==> src/hw/ewdt_map.vh <==
// Purpose: constants for the watchdog control/status register and timing
// Assumes: 8-bit register port, 250 MHz system clock
// Notes: offsets are local choices
`ifndef EWDT_MAP_VH
`define EWDT_MAP_VH

`define EWDT_ADDR_W 2
`define EWDT_OFF_CTRL 2'h0
`define EWDT_OFF_CAUSE 2'h1
`define EWDT_OFF_COUNT 2'h2

`define EWDT_BIT_IRQ_FLAG 7
`define EWDT_BIT_IRQ_EN 6
`define EWDT_BIT_SEL3 5
`define EWDT_BIT_UNLOCK 4
`define EWDT_BIT_RST_EN 3
`define EWDT_BIT_CAUSE 3

`define EWDT_CTRL_RESET 8'h00
`define EWDT_SEL_MAX 4'h9
`define EWDT_BASE_SHIFT 11
`define EWDT_CNT_W 21
`define EWDT_UNLOCK_CYCLES 3'h4

`endif

==> src/hw/ewdt_sync.v <==
// Purpose: two-flop synchroniser for a level from another domain
// Assumes: destination clock clk_i
// Notes: first stage read only by second stage
`timescale 1ns/1ps
module ewdt_sync (
  input wire clk_i,
  input wire rst_i,
  input wire d_i,
  output wire q_o
);
  reg meta_ff;
  reg sync_ff;

  always @(posedge clk_i or posedge rst_i) begin
    if (rst_i) begin
      meta_ff <= 1'b0;
      sync_ff <= 1'b0;
    end else begin
      meta_ff <= d_i;
      sync_ff <= meta_ff;
    end
  end

  assign q_o = sync_ff;
endmodule

==> src/hw/ewdt_tick.v <==
// Purpose: turns the synchronised slow oscillator into one-cycle ticks
// Assumes: oscillator far slower than clk_i
// Notes: one tick per rising edge of the oscillator
`timescale 1ns/1ps
module ewdt_tick (
  input wire clk_i,
  input wire rst_i,
  input wire osc_sync_i,
  output reg tick_o
);
  reg last_ff;

  always @(posedge clk_i or posedge rst_i) begin
    if (rst_i) begin
      last_ff <= 1'b0;
      tick_o <= 1'b0;
    end else begin
      last_ff <= osc_sync_i;
      tick_o <= osc_sync_i & ~last_ff;
    end
  end
endmodule

==> src/hw/ewdt_core.v <==
// Purpose: enhanced watchdog timer with timed unlock and four modes
// Assumes: restart, vector-taken and global enable come from the core
// Notes: oscillator pin and fuse pass two flip-flops before use
// Function
// - count own oscillator, act at time-out
// - restart instruction clears the counter
// - interrupt on expiry, usable as wake
// - reset mode issues system reset request
// - combined mode: interrupt first, then reset
// - vector taken clears flag, and enable in combined mode
// - unserviced combined interrupt, next expiry resets
// - decode mode from fuse, enables
// - fuse forces reset enable one, irq zero
// - clear enable or change select needs unlock
// - unlock self-clears four cycles after set
// - flag bit 7 set on interrupt expiry
// - flag cleared by vector or writing one
// - interrupt needs global and local enable
// - cause flag forces reset enable on
// - four-bit select split bit 5, 2..0
// - codes 0..9 give 2048 to 1048576 cycles
// - reset pulse lasts one system clock
// - cause flag set on reset, write zero clears
//
// The plain strobed port and the address map were left to the implementer.
`timescale 1ns/1ps
`include "ewdt_map.vh"
module ewdt_core #(
  parameter CNT_W = `EWDT_CNT_W
) (
  input wire clk_i,
  input wire rst_i,
  input wire por_i,
  input wire wdt_osc_i,
  input wire always_on_fuse_i,
  input wire restart_i,
  input wire irq_taken_i,
  input wire global_irq_en_i,
  input wire [`EWDT_ADDR_W-1:0] addr_i,
  input wire [7:0] wdata_i,
  input wire wr_i,
  input wire rd_i,
  output reg [7:0] rdata_o,
  output wire irq_o,
  output reg sys_reset_o
);
  localparam MODE_STOP = 2'b00;
  localparam MODE_IRQ = 2'b01;
  localparam MODE_RST = 2'b10;
  localparam MODE_BOTH = 2'b11;

  wire osc_sync;
  wire fuse_sync;
  wire tick;

  reg irq_flag_ff;
  reg irq_en_ff;
  reg rst_en_ff;
  reg unlock_ff;
  reg [3:0] sel_ff;
  reg [2:0] unlock_cnt_ff;
  reg cause_ff;
  reg [CNT_W-1:0] cnt_ff;

  reg nxt_irq_flag;
  reg nxt_irq_en;
  reg nxt_rst_en;
  reg nxt_unlock;
  reg [3:0] nxt_sel;
  reg [2:0] nxt_unlock_cnt;
  reg nxt_cause;
  reg [CNT_W-1:0] nxt_cnt;

  reg [1:0] mode;
  reg [CNT_W-1:0] limit;
  wire eff_rst_en;
  wire eff_irq_en;
  wire expire;
  wire ctrl_wr;
  wire cause_wr;
  wire [3:0] wsel;

  wire sel_valid;

  ewdt_sync u_osc_sync (
    .clk_i(clk_i),
    .rst_i(rst_i),
    .d_i(wdt_osc_i),
    .q_o(osc_sync)
  );

  ewdt_sync u_fuse_sync (
    .clk_i(clk_i),
    .rst_i(rst_i),
    .d_i(always_on_fuse_i),
    .q_o(fuse_sync)
  );

  ewdt_tick u_tick (
    .clk_i(clk_i),
    .rst_i(rst_i),
    .osc_sync_i(osc_sync),
    .tick_o(tick)
  );

  // effective enables seen by decode and read back
  // fuse forces enables
  assign eff_rst_en = rst_en_ff | cause_ff | fuse_sync;
  assign eff_irq_en = irq_en_ff & ~fuse_sync;

  // stopped when both effective enables are low
  // mode decode
  always @* begin
    mode = {eff_rst_en, eff_irq_en};
  end

  always @* begin
    limit = {CNT_W{1'b0}};
    if (sel_ff <= `EWDT_SEL_MAX) begin
      limit = ({{(CNT_W-1){1'b0}}, 1'b1} << (`EWDT_BASE_SHIFT + sel_ff))
              - {{(CNT_W-1){1'b0}}, 1'b1};
    end else begin
      limit = {CNT_W{1'b1}};
    end
  end

  // reserved select codes never expire
  assign sel_valid = (sel_ff <= `EWDT_SEL_MAX);
  // one expiry per slow tick at the limit
  assign expire = tick &
                  (cnt_ff == limit) &
                  sel_valid &
                  (mode != MODE_STOP);
  // register strobes decoded per offset
  assign ctrl_wr = wr_i & (addr_i == `EWDT_OFF_CTRL);
  assign cause_wr = wr_i & (addr_i == `EWDT_OFF_CAUSE);
  // select field split across bit 5 and bits 2..0
  assign wsel = {wdata_i[`EWDT_BIT_SEL3], wdata_i[2:0]};

  always @* begin
    nxt_irq_flag = irq_flag_ff;
    nxt_irq_en = irq_en_ff;
    nxt_rst_en = rst_en_ff;
    nxt_unlock = unlock_ff;
    nxt_sel = sel_ff;
    nxt_unlock_cnt = unlock_cnt_ff;
    nxt_cause = cause_ff;
    nxt_cnt = cnt_ff;

    // stopped mode holds the counter at zero
    // restart clears counter
    if (restart_i || mode == MODE_STOP || expire) begin
      nxt_cnt = {CNT_W{1'b0}};
    end else if (tick) begin
      nxt_cnt = cnt_ff + {{(CNT_W-1){1'b0}}, 1'b1};
    end

    // a write with unlock low ends the window early
    // unlock self clear
    if (unlock_ff) begin
      if (unlock_cnt_ff == `EWDT_UNLOCK_CYCLES - 3'h1) begin
        nxt_unlock = 1'b0;
        nxt_unlock_cnt = 3'h0;
      end else begin
        nxt_unlock_cnt = unlock_cnt_ff + 3'h1;
      end
    end

    if (ctrl_wr) begin
      nxt_irq_en = wdata_i[`EWDT_BIT_IRQ_EN];
      if (wdata_i[`EWDT_BIT_IRQ_FLAG]) begin
        nxt_irq_flag = 1'b0;
      end
      // each set restarts the four-cycle window
      if (wdata_i[`EWDT_BIT_UNLOCK]) begin
        nxt_unlock = 1'b1;
        nxt_unlock_cnt = 3'h0;
      end else begin
        nxt_unlock = 1'b0;
      end
      if (unlock_ff) begin
        nxt_rst_en = wdata_i[`EWDT_BIT_RST_EN];
        nxt_sel = wsel;
      end else if (wdata_i[`EWDT_BIT_RST_EN]) begin
        nxt_rst_en = 1'b1;
      end
    end

    // irq enable dropped only in combined mode
    // vector clears enable, flag
    if (irq_taken_i) begin
      nxt_irq_flag = 1'b0;
      if (mode == MODE_BOTH) begin
        nxt_irq_en = 1'b0;
      end
    end

    if (cause_wr && !wdata_i[`EWDT_BIT_CAUSE]) begin
      nxt_cause = 1'b0;
    end

    if (expire) begin
      case (mode)
        MODE_IRQ: begin
          nxt_irq_flag = 1'b1;
        end
        MODE_BOTH: begin
          if (!irq_flag_ff) begin
            nxt_irq_flag = 1'b1;
          end
        end
        default: begin
          nxt_irq_flag = nxt_irq_flag;
        end
      endcase
    end

    if (sys_reset_o) begin
      nxt_cause = 1'b1;
    end
  end

  always @(posedge clk_i or posedge rst_i) begin
    if (rst_i) begin
      irq_flag_ff <= 1'b0;
      irq_en_ff <= 1'b0;
      rst_en_ff <= 1'b0;
      unlock_ff <= 1'b0;
      sel_ff <= 4'h0;
      unlock_cnt_ff <= 3'h0;
      cnt_ff <= {CNT_W{1'b0}};
      sys_reset_o <= 1'b0;
    end else begin
      irq_flag_ff <= nxt_irq_flag;
      irq_en_ff <= nxt_irq_en;
      rst_en_ff <= nxt_rst_en;
      unlock_ff <= nxt_unlock;
      sel_ff <= nxt_sel;
      unlock_cnt_ff <= nxt_unlock_cnt;
      cnt_ff <= nxt_cnt;
      // expire is tick-gated, so the request lasts one clock
      // reset mode request
      sys_reset_o <= expire & ((mode == MODE_RST) |
                     ((mode == MODE_BOTH) & irq_flag_ff));
    end
  end

  // cause flag survives system reset, cleared by power-on or by writing zero
  always @(posedge clk_i or posedge por_i) begin
    if (por_i) begin
      cause_ff <= 1'b0;
    end else begin
      cause_ff <= nxt_cause;
    end
  end

  assign irq_o = irq_flag_ff & eff_irq_en & global_irq_en_i;

  // read data stand one cycle, zero otherwise
  always @(posedge clk_i or posedge rst_i) begin
    if (rst_i) begin
      rdata_o <= 8'h00;
    end else if (rd_i) begin
      case (addr_i)
        `EWDT_OFF_CTRL: begin
          rdata_o <= {irq_flag_ff, eff_irq_en, sel_ff[3], unlock_ff,
                      eff_rst_en, sel_ff[2:0]};
        end
        `EWDT_OFF_CAUSE: begin
          rdata_o <= {4'h0, cause_ff, 3'h0};
        end
        `EWDT_OFF_COUNT: begin
          rdata_o <= cnt_ff[CNT_W-1:CNT_W-8];
        end
        default: begin
          rdata_o <= 8'h00;
        end
      endcase
    end else begin
      rdata_o <= 8'h00;
    end
  end
endmodule

==> config.mk <==
export PLATFORM = sky130hd
export DESIGN_NAME = ewdt_core
export DESIGN_NICKNAME = d
export VERILOG_FILES = /design/src/hw/ewdt_sync.v /design/src/hw/ewdt_tick.v /design/src/hw/ewdt_core.v
export VERILOG_INCLUDE_DIRS = /design/src /design/src/hw
export SDC_FILE = /design/constraint.sdc
export NUM_CORES = 1
export LEC_CHECK = 0
export ABC_AREA = 1
export BUFFER_PORTS_ARGS = -buffer_cell sky130_fd_sc_hd__buf_2
export CORE_MARGIN = 10
export CORE_UTILIZATION = 55
export CTS_BUF_LIST = sky130_fd_sc_hd__clkbuf_8
export DETAILED_ROUTE_END_ITERATION = 10
export PLACE_DENSITY = 0.85
export SLEW_MARGIN = 20
export SYNTH_ARGS = -nofsm -noshare
export SYNTH_HDL_FRONTEND = slang
export SYNTH_SLANG_ARGS = --single-unit
==> constraint.sdc <==
create_clock -name clk_i -period 2.45 [get_ports clk_i]
set_input_delay 0 -clock clk_i [delete_from_list [all_inputs] [get_ports clk_i]]
set_output_delay 0 -clock clk_i [all_outputs]
set_load 0.05 [all_outputs]
==> out/results.ini, run 1 <==
[placed_design]
detailedPlace.worstSlack_ns = 0.01815
dp.cells = 542
placed_cell_area_um2 = 3425
port_buffers = 29
hpwl_um = 5695
routabilityCongestion = 0.9618

[detailed_routing]
first_pass_iters = 5
avgViaCountPerCell = 5.549
drtIter0Drc = 354
wl_per_cell_um = 14.63
routed_wirelength_um = 8339
ant_nets = 0
drcViolationCount = 0
num_vias = 3163

[final_layout]
instances_no_fill = 570
nets = 521
layout-drive-gt1-share_pct = 21.29
syn_to_final_growth_pct = 21.15
diodes = 0
stdcell_area_um2 = 3841

[floorplan]
dieArea_um2 = 9202
rows = 27
core-area_um2 = 5540
die_w_um = 95.93
pin_count = 30
fp.dieH_um = 95.93
initial_core_util_pct = 57.23

[clock_tree]
clk_pin_slew_ns = 0.10
cts_buffer_depth = 2
clk_latency_ns = 0.31
clock_sinks = 48
htreeDepth = 2
root_buffer = clkbuf_8
cts_buffers = 5
cts_tree = yes

[sta]
slew-limit-headroom_pct = 48.17
fin_ws_ns = -0.04498
hold_violations = 1
setup_tns_ns = -0.6320
tightest_slew_ns = 0.7766
post-route-period-util_pct = 101.8
clock_skew_ns = 0.009423
slew_violations = 0
rsz0062_at_grt = yes
final.min_clock_period_ns = 2.495
setup_viol = 21
whs_ns = -0.001883
timing.fmax_mhz = 400.8

[grt]
antenna_found_initial = 0
overflow = 0
grt_max_degree = 48
grt_pass1_vias = 2908
track_usage_pct = 17.67
grt_pass1_wl_um = 13150

[worst_setup_path]
cp-start-kind = register
crit_arrival_ns = 2.70
path_class = reg -> reg
r2r_cells = 17
reg2reg_from = sel_ff[0]
startpoint = sel_ff[0]
critPathMaxFanout = 5
worstSetupEndpointType = register
required_ns = 2.65

[power_and_ir_drop]
switching_share_pct = 44.62
p_per_area_nw_per_um2 = 928.6
p_clk_share_pct = 19.7
p_seq_share_pct = 26.2
intPower_w = 0.001975
vdd_drop_max_v = 0.0005918
combPwrFrac_pct = 54.0
leakagePower_nw = 1.792
p_sw_w = 0.001592

[yosys]
netlist_area_um2 = 3171
ys_seq_elements = 48
synth-async-reset-ratio_pct = 100.0
synth_warnings = 0
synth_edf_count = 0
syn_area_per_cell_um2 = 7.189
postSynthCellCount = 441
synth_ff_type = dfrtp_1
synth_cell_types = 36
yosysSeqAreaShare_pct = 37.88

[hold_path]
hp-start = addr_i[0]
holdPathStages = 3
hp-class = in -> reg

[outcome]
outcome = finished, violations left
violations = negative hold slack, negative setup slack

[job]
maxCapViolations = 0

worst paths after layout:
| check | endpoint | slack (ns) |
|---|---|---|
| max | cnt_ff[3] | -0.04 |
| min | rdata_o[3] | -0.002 |
| max reg2reg | cnt_ff[3] | -0.04 |
| min reg2reg | u_osc_sync.q_o | 0.38 |
| max in group asynchronous | u_fuse_sync.q_o | 1.64 |
| min in group asynchronous | cause_ff | 0.05 |
layer usage:
layer	track usage [%]	routed length, µm	up-vias
met4	6.880	251	0
met3	3.813	681	36
met1	22.77	3477	1448
li1	-	-	1525
met2	28.33	3929	154
met5	0	0	-
sequential cells by signal, summed over array words and instances (netlist names), 3 cells and up:
name	flops
rdata_o	8
cnt_ff	21
unlock_cnt_ff	3
sel_ff	4
cells in the final DEF (no fill, tap or decap), types with 5 or more instances in the layout:
cell and instances:
dlygate4sd3_1 12, nand3_1 36, nor2_2 24, buf_2 29, clkbuf_8 5, o21ai_0 18
nand4_1 19, nand2_2 5, nor2_4 6, dfrtp_1 48, nand2_1 109, inv_1 54
xor2_1 17, a21oi_1 17, nor3_1 7, nor2_1 38, buf_4 11
final cells by class:
cell class / instances / area (µm²)
inverter: 60 / 229.0
clock buffer: 5 / 68.82
multi-input combinational: 325 / 1743
sequential: 48 / 1201
timing repair buffer: 57 / 440.4
fill: 420 / 1699
tap: 72 / 90.09
clock inverter: 3 / 68.82
cells by family after synthesis:
family                     synth area share, %
adders and majority gates                1.579
buffers and inverters                    8.919
DFF                                      37.88
and+or+nand+nor                          37.73
other                                   0.1183
xor gates and xnor gates                 4.972
AOI/OAI and AO/OA                        8.801
through the flow:
| stage | power, W | utilization, % |
|---|---|---|
| after floorplan | 0.002264 | - |
| after global placement | 0.002582 | 61.81 |
| after detailed placement | 0.002610 | 61.81 |
| after CTS | 0.003327 | 66.46 |
| after global routing | 0.003815 | 69.33 |
| final | 0.003567 | 69.33 |
power groups by stage:
stage	logic [W]	clock network (W)	registers [W]
after CTS	0.00169	0.000706	0.000933
after global routing	0.00213	0.000737	0.000950
final	0.00193	0.000704	0.000936
after global placement	0.00164	0	0.000943
after detailed placement	0.00166	0	0.000949
after floorplan	0.00130	0	0.000962
synthesized netlist by cell type, types with 5 or more instances:
cell type,instances,area (µm²)
nor3_1,7,35.03
nand3_1,38,190.2
nand4_1,19,118.9
dfrtp_1,48,1201
inv_1,56,210.2
o21ai_0,18,90.09
xor2_1,17,148.9
nor2_1,40,150.1
nor2_2,24,150.1
a21oi_1,17,85.08
nand2_2,5,31.28
nand2_1,110,412.9
critical path: stages (launching register included):
cell and delay [ns]:
dfrtp_1 0.42, nor2_4 0.15, buf_4 0.12, buf_4 0.12, nor2_4 0.04, nor2_4 0.14
o21ai_2 0.14, nand2_2 0.13, nand4_1 0.14, nand3_1 0.14, nand2_1 0.06, nor2_1 0.14
nand2_1 0.08, nor2_2 0.11, nand3_2 0.10, nand2_4 0.14, clkbuf_16 0.17, nor2_2 0.03
what timing repair did:
action	CTS	global route
hold endpoints to repair	59	0
pin swaps	0	7
cloned	0	3
setup buffers	0	5
gates resized for setup	0	13
hold buffers	12	0
endpoints found under the setup margin	1	22
No activity file was read; power rests on OpenSTA's default activity.
==> run 2, diff against run 1 <==
--- a/config.mk
+++ b/config.mk
@@ -12,6 +12,7 @@
 export CORE_UTILIZATION = 55
 export CTS_BUF_LIST = sky130_fd_sc_hd__clkbuf_8
 export DETAILED_ROUTE_END_ITERATION = 10
+export GPL_TIMING_DRIVEN = 0
 export PLACE_DENSITY = 0.85
 export SLEW_MARGIN = 20
 export SYNTH_ARGS = -nofsm -noshare
==> constraint.sdc (replaced) <==
create_clock -name clk_i -period 2.45 [get_ports clk_i]
set_input_delay 0 -clock clk_i [delete_from_list [all_inputs] [get_ports clk_i]]
set_output_delay 0 -clock clk_i [all_outputs]
set_load 0.1 [all_outputs]
==> out/results.ini, run 2 (same netlist as run 1, synthesis figures left out) <==
[detailed_routing]
ant_nets = 0  ; unchanged
drtIter0Drc = 318  ; was 354
first_pass_iters = 5  ; unchanged
wl_per_cell_um = 15.22  ; was 14.63 µm
num_vias = 3353  ; was 3,163
avgViaCountPerCell = 5.771  ; was 5.549
drcViolationCount = 0  ; unchanged
routed_wirelength_um = 8843  ; was 8339 µm

[grt]
grt_pass1_vias = 3193  ; was 2,908
grt_pass1_wl_um = 14340  ; was 13,150 µm
track_usage_pct = 19.03  ; was 17.67%
overflow = 0  ; unchanged
antenna_found_initial = 0  ; unchanged
grt_max_degree = 33  ; was 48

[floorplan]
pin_count = 30  ; unchanged
die_w_um = 95.93  ; unchanged
fp.dieH_um = 95.93  ; unchanged
initial_core_util_pct = 57.23  ; unchanged
rows = 27  ; unchanged
core-area_um2 = 5540  ; unchanged
dieArea_um2 = 9202  ; unchanged

[worst_setup_path]
worstSetupEndpointType = register  ; unchanged
critPathMaxFanout = 6  ; was 5
cpMaxStageDelayCell = dfrtp_1  ; unchanged
r2r-end = cnt_ff[15]  ; was cnt_ff[3]
timing.critical_path.mode_cell = nand2_1  ; was nor2_4
critPathBufInv = 5  ; was 3
path_class = reg -> reg  ; unchanged
r2r_cells = 19  ; was 17
critical_path.cell_chain = buf_6 -> inv_6 -> ha_4 -> inv_4 -> nand3_4 -> inv_2 -> o21ai_4 -> nand3_2 -> nand2_1 -> nand3_1 -> nand2_1 -> nand2_1 -> nor2_1 -> nand2_1 -> nor2_2 -> nand3_2 -> nand2_4 -> buf_6 -> nor2_2  ; was nor2_4 -> buf_4 -> buf_4 -> nor2_4 -> nor2_4 -> o21ai_2 -> nand2_2 -> nand4_1 -> nand3_1 -> nand2_1 -> nor2_1 -> nand2_1 -> nor2_2 -> nand3_2 -> nand2_4 -> clkbuf_16 -> nor2_2
cp-start-kind = register  ; unchanged
ff2ff_setup_slack_ns = -0.16  ; was -0.04 ns
reg2reg_from = sel_ff[2]  ; was sel_ff[0]
max_stage_delay_ns = 0.35  ; was 0.42 ns
required_ns = 2.65  ; about the same
crit_arrival_ns = 2.81  ; was 2.70 ns
crit_family = simple AND/OR/NAND/NOR gates  ; unchanged

[clock_tree]
clock_sinks = 48  ; unchanged
root_buffer = clkbuf_8  ; unchanged
cts_tree = yes  ; unchanged
cts_buffer_depth = 2  ; unchanged
clk_pin_slew_ns = 0.10  ; about the same
clk_latency_ns = 0.31  ; about the same
cts_buffers = 5  ; unchanged
htreeDepth = 2  ; unchanged

[final_layout]
largest_register = cnt_ff  ; unchanged
num-fill-cells = 395  ; was 420
layout-drive-gt1-share_pct = 27.11  ; was 21.29%
postLayoutCoreUtil_pct = 72.94  ; was 69.33%
nets = 532  ; was 521
largest_register_ff_count = 21  ; unchanged
syn_to_final_growth_pct = 27.47  ; was 21.15%
largest_registers = cnt_ff (21), rdata_o (8), sel_ff (4)  ; unchanged
instances_no_fill = 581  ; was 570
diodes = 0  ; unchanged
mostFrequentLayoutCells = nand2_1, inv_1, dfrtp_1  ; unchanged
final_common_cell = nand2_1  ; unchanged

[sta]
whs_ns = 0.002550  ; was -0.001883 ns
timing.fmax_mhz = 382.8  ; was 400.8 MHz
fin_ws_ns = -0.1622  ; was -0.04498 ns
clock_skew_ns = 0.008337  ; was 0.009423 ns
rsz0062_at_grt = yes  ; unchanged
hold_violations = 0  ; was 1
tightest_slew_ns = 0.5606  ; was 0.7766 ns
slew-limit-headroom_pct = 62.49  ; was 48.17%
post-route-period-util_pct = 106.6  ; was 101.8%
slew_violations = 0  ; unchanged
setup_viol = 22  ; was 21
final.min_clock_period_ns = 2.612  ; was 2.495 ns

[power_and_ir_drop]
vdd_drop_max_v = 0.0006022  ; was 0.0005918 V
leakagePower_nw = 1.848  ; was 1.792 nW
p_per_area_nw_per_um2 = 986.1  ; was 928.6 nW/µm²
p_total_w = 0.003985  ; was 0.003567 W

[outcome]
violations = negative setup slack  ; was negative hold slack, negative setup slack
outcome = finished, violations left  ; unchanged

[placed_design]
routabilityCongestion = 0.9061  ; was 0.9618
port_buffers = 29  ; unchanged
hpwl_um = 5686  ; was 5695 µm
dp.cells = 544  ; was 542

[hold_path]
holdPathStages = 3  ; unchanged
hp-class = in -> reg  ; unchanged
hp-start = addr_i[0]  ; unchanged
hold_end = rdata_o[3]  ; unchanged

[job]
maxCapViolations = 0  ; unchanged

## run 2: stage by stage
stage               setup TNS [ns]  cell area [µm²]  setup slack, ns
global route                -4.543             4041          -0.2265
detailed placement          -6.038             3430          -0.3041
finish                      -3.170             4041          -0.1622
global placement            -5.068             3410          -0.2542
floorplan                        0             3174          0.09950
CTS                         -1.464             3895          -0.1041
## run 2: how the worst max path moves through the flow
| stage | from | endpoint | slack [ns] | cells after the start |
|---|---|---|---|---|
| finish | sel_ff[2] | cnt_ff[15] | -0.16 | 19 |
| detailed placement | sel_ff[2] | cnt_ff[14] | -0.30 | 19 |
| floorplan | sel_ff[2] | cnt_ff[1] | 0.1 | 19 |
| global route | sel_ff[2] | cnt_ff[15] | -0.23 | 19 |
| global placement | sel_ff[2] | cnt_ff[1] | -0.25 | 19 |
| CTS | sel_ff[1] | cnt_ff[15] | -0.10 | 17 |
## run 2: what timing repair did
item,in CTS,in global routing
resized for setup,17,45
cloned,1,0
pin swaps,10,25
setup buffers,13,5
setup endpoints to repair,21,23
hold endpoints to repair,60,0
hold buffers,13,0
## run 2: where the power goes
group | switching (W) | internal, W
Sequential | 0.0000575 | 0.000876
Combinational | 0.00151 | 0.000843
Clock | 0.000291 | 0.000411
## run 2: cell type report
cell class | instances | area [µm²] | share of cell area, %
Buffer | 7 | 62.56 | 1.548
Clock buffer | 5 | 68.82 | 1.703
Clock inverter | 3 | 68.82 | 1.703
Inverter | 60 | 232.7 | 5.759
Multi-Input combinational cell | 325 | 1861 | 46.04
Sequential cell | 48 | 1204 | 29.78
Tap cell | 72 | 90.09 | 2.229
Timing Repair Buffer | 61 | 454.2 | 11.24
## run 2: worst reg2reg max path, stage by stage, from the launching register on
cell     delay [ns]
dfrtp_1        0.35
buf_6          0.11
inv_6          0.03
ha_4           0.30
inv_4          0.05
nand3_4        0.07
inv_2          0.05
o21ai_4        0.24
nand3_2        0.13
nand2_1        0.11
nand3_1        0.08
nand2_1        0.07
nand2_1        0.08
nor2_1         0.15
nand2_1        0.11
nor2_2         0.15
nand3_2        0.12
nand2_4        0.13
buf_6          0.16
nor2_2         0.04
## run 2: metal layers
layer | GRT usage [%] | vias to the layer above | routed length [µm]
li1 | - | 1547 | -
met4 | 6.143 | 0 | 318
met5 | 0 | - | 0
met3 | 3.346 | 51 | 745
met2 | 33.75 | 200 | 4464
met1 | 22.77 | 1555 | 3316
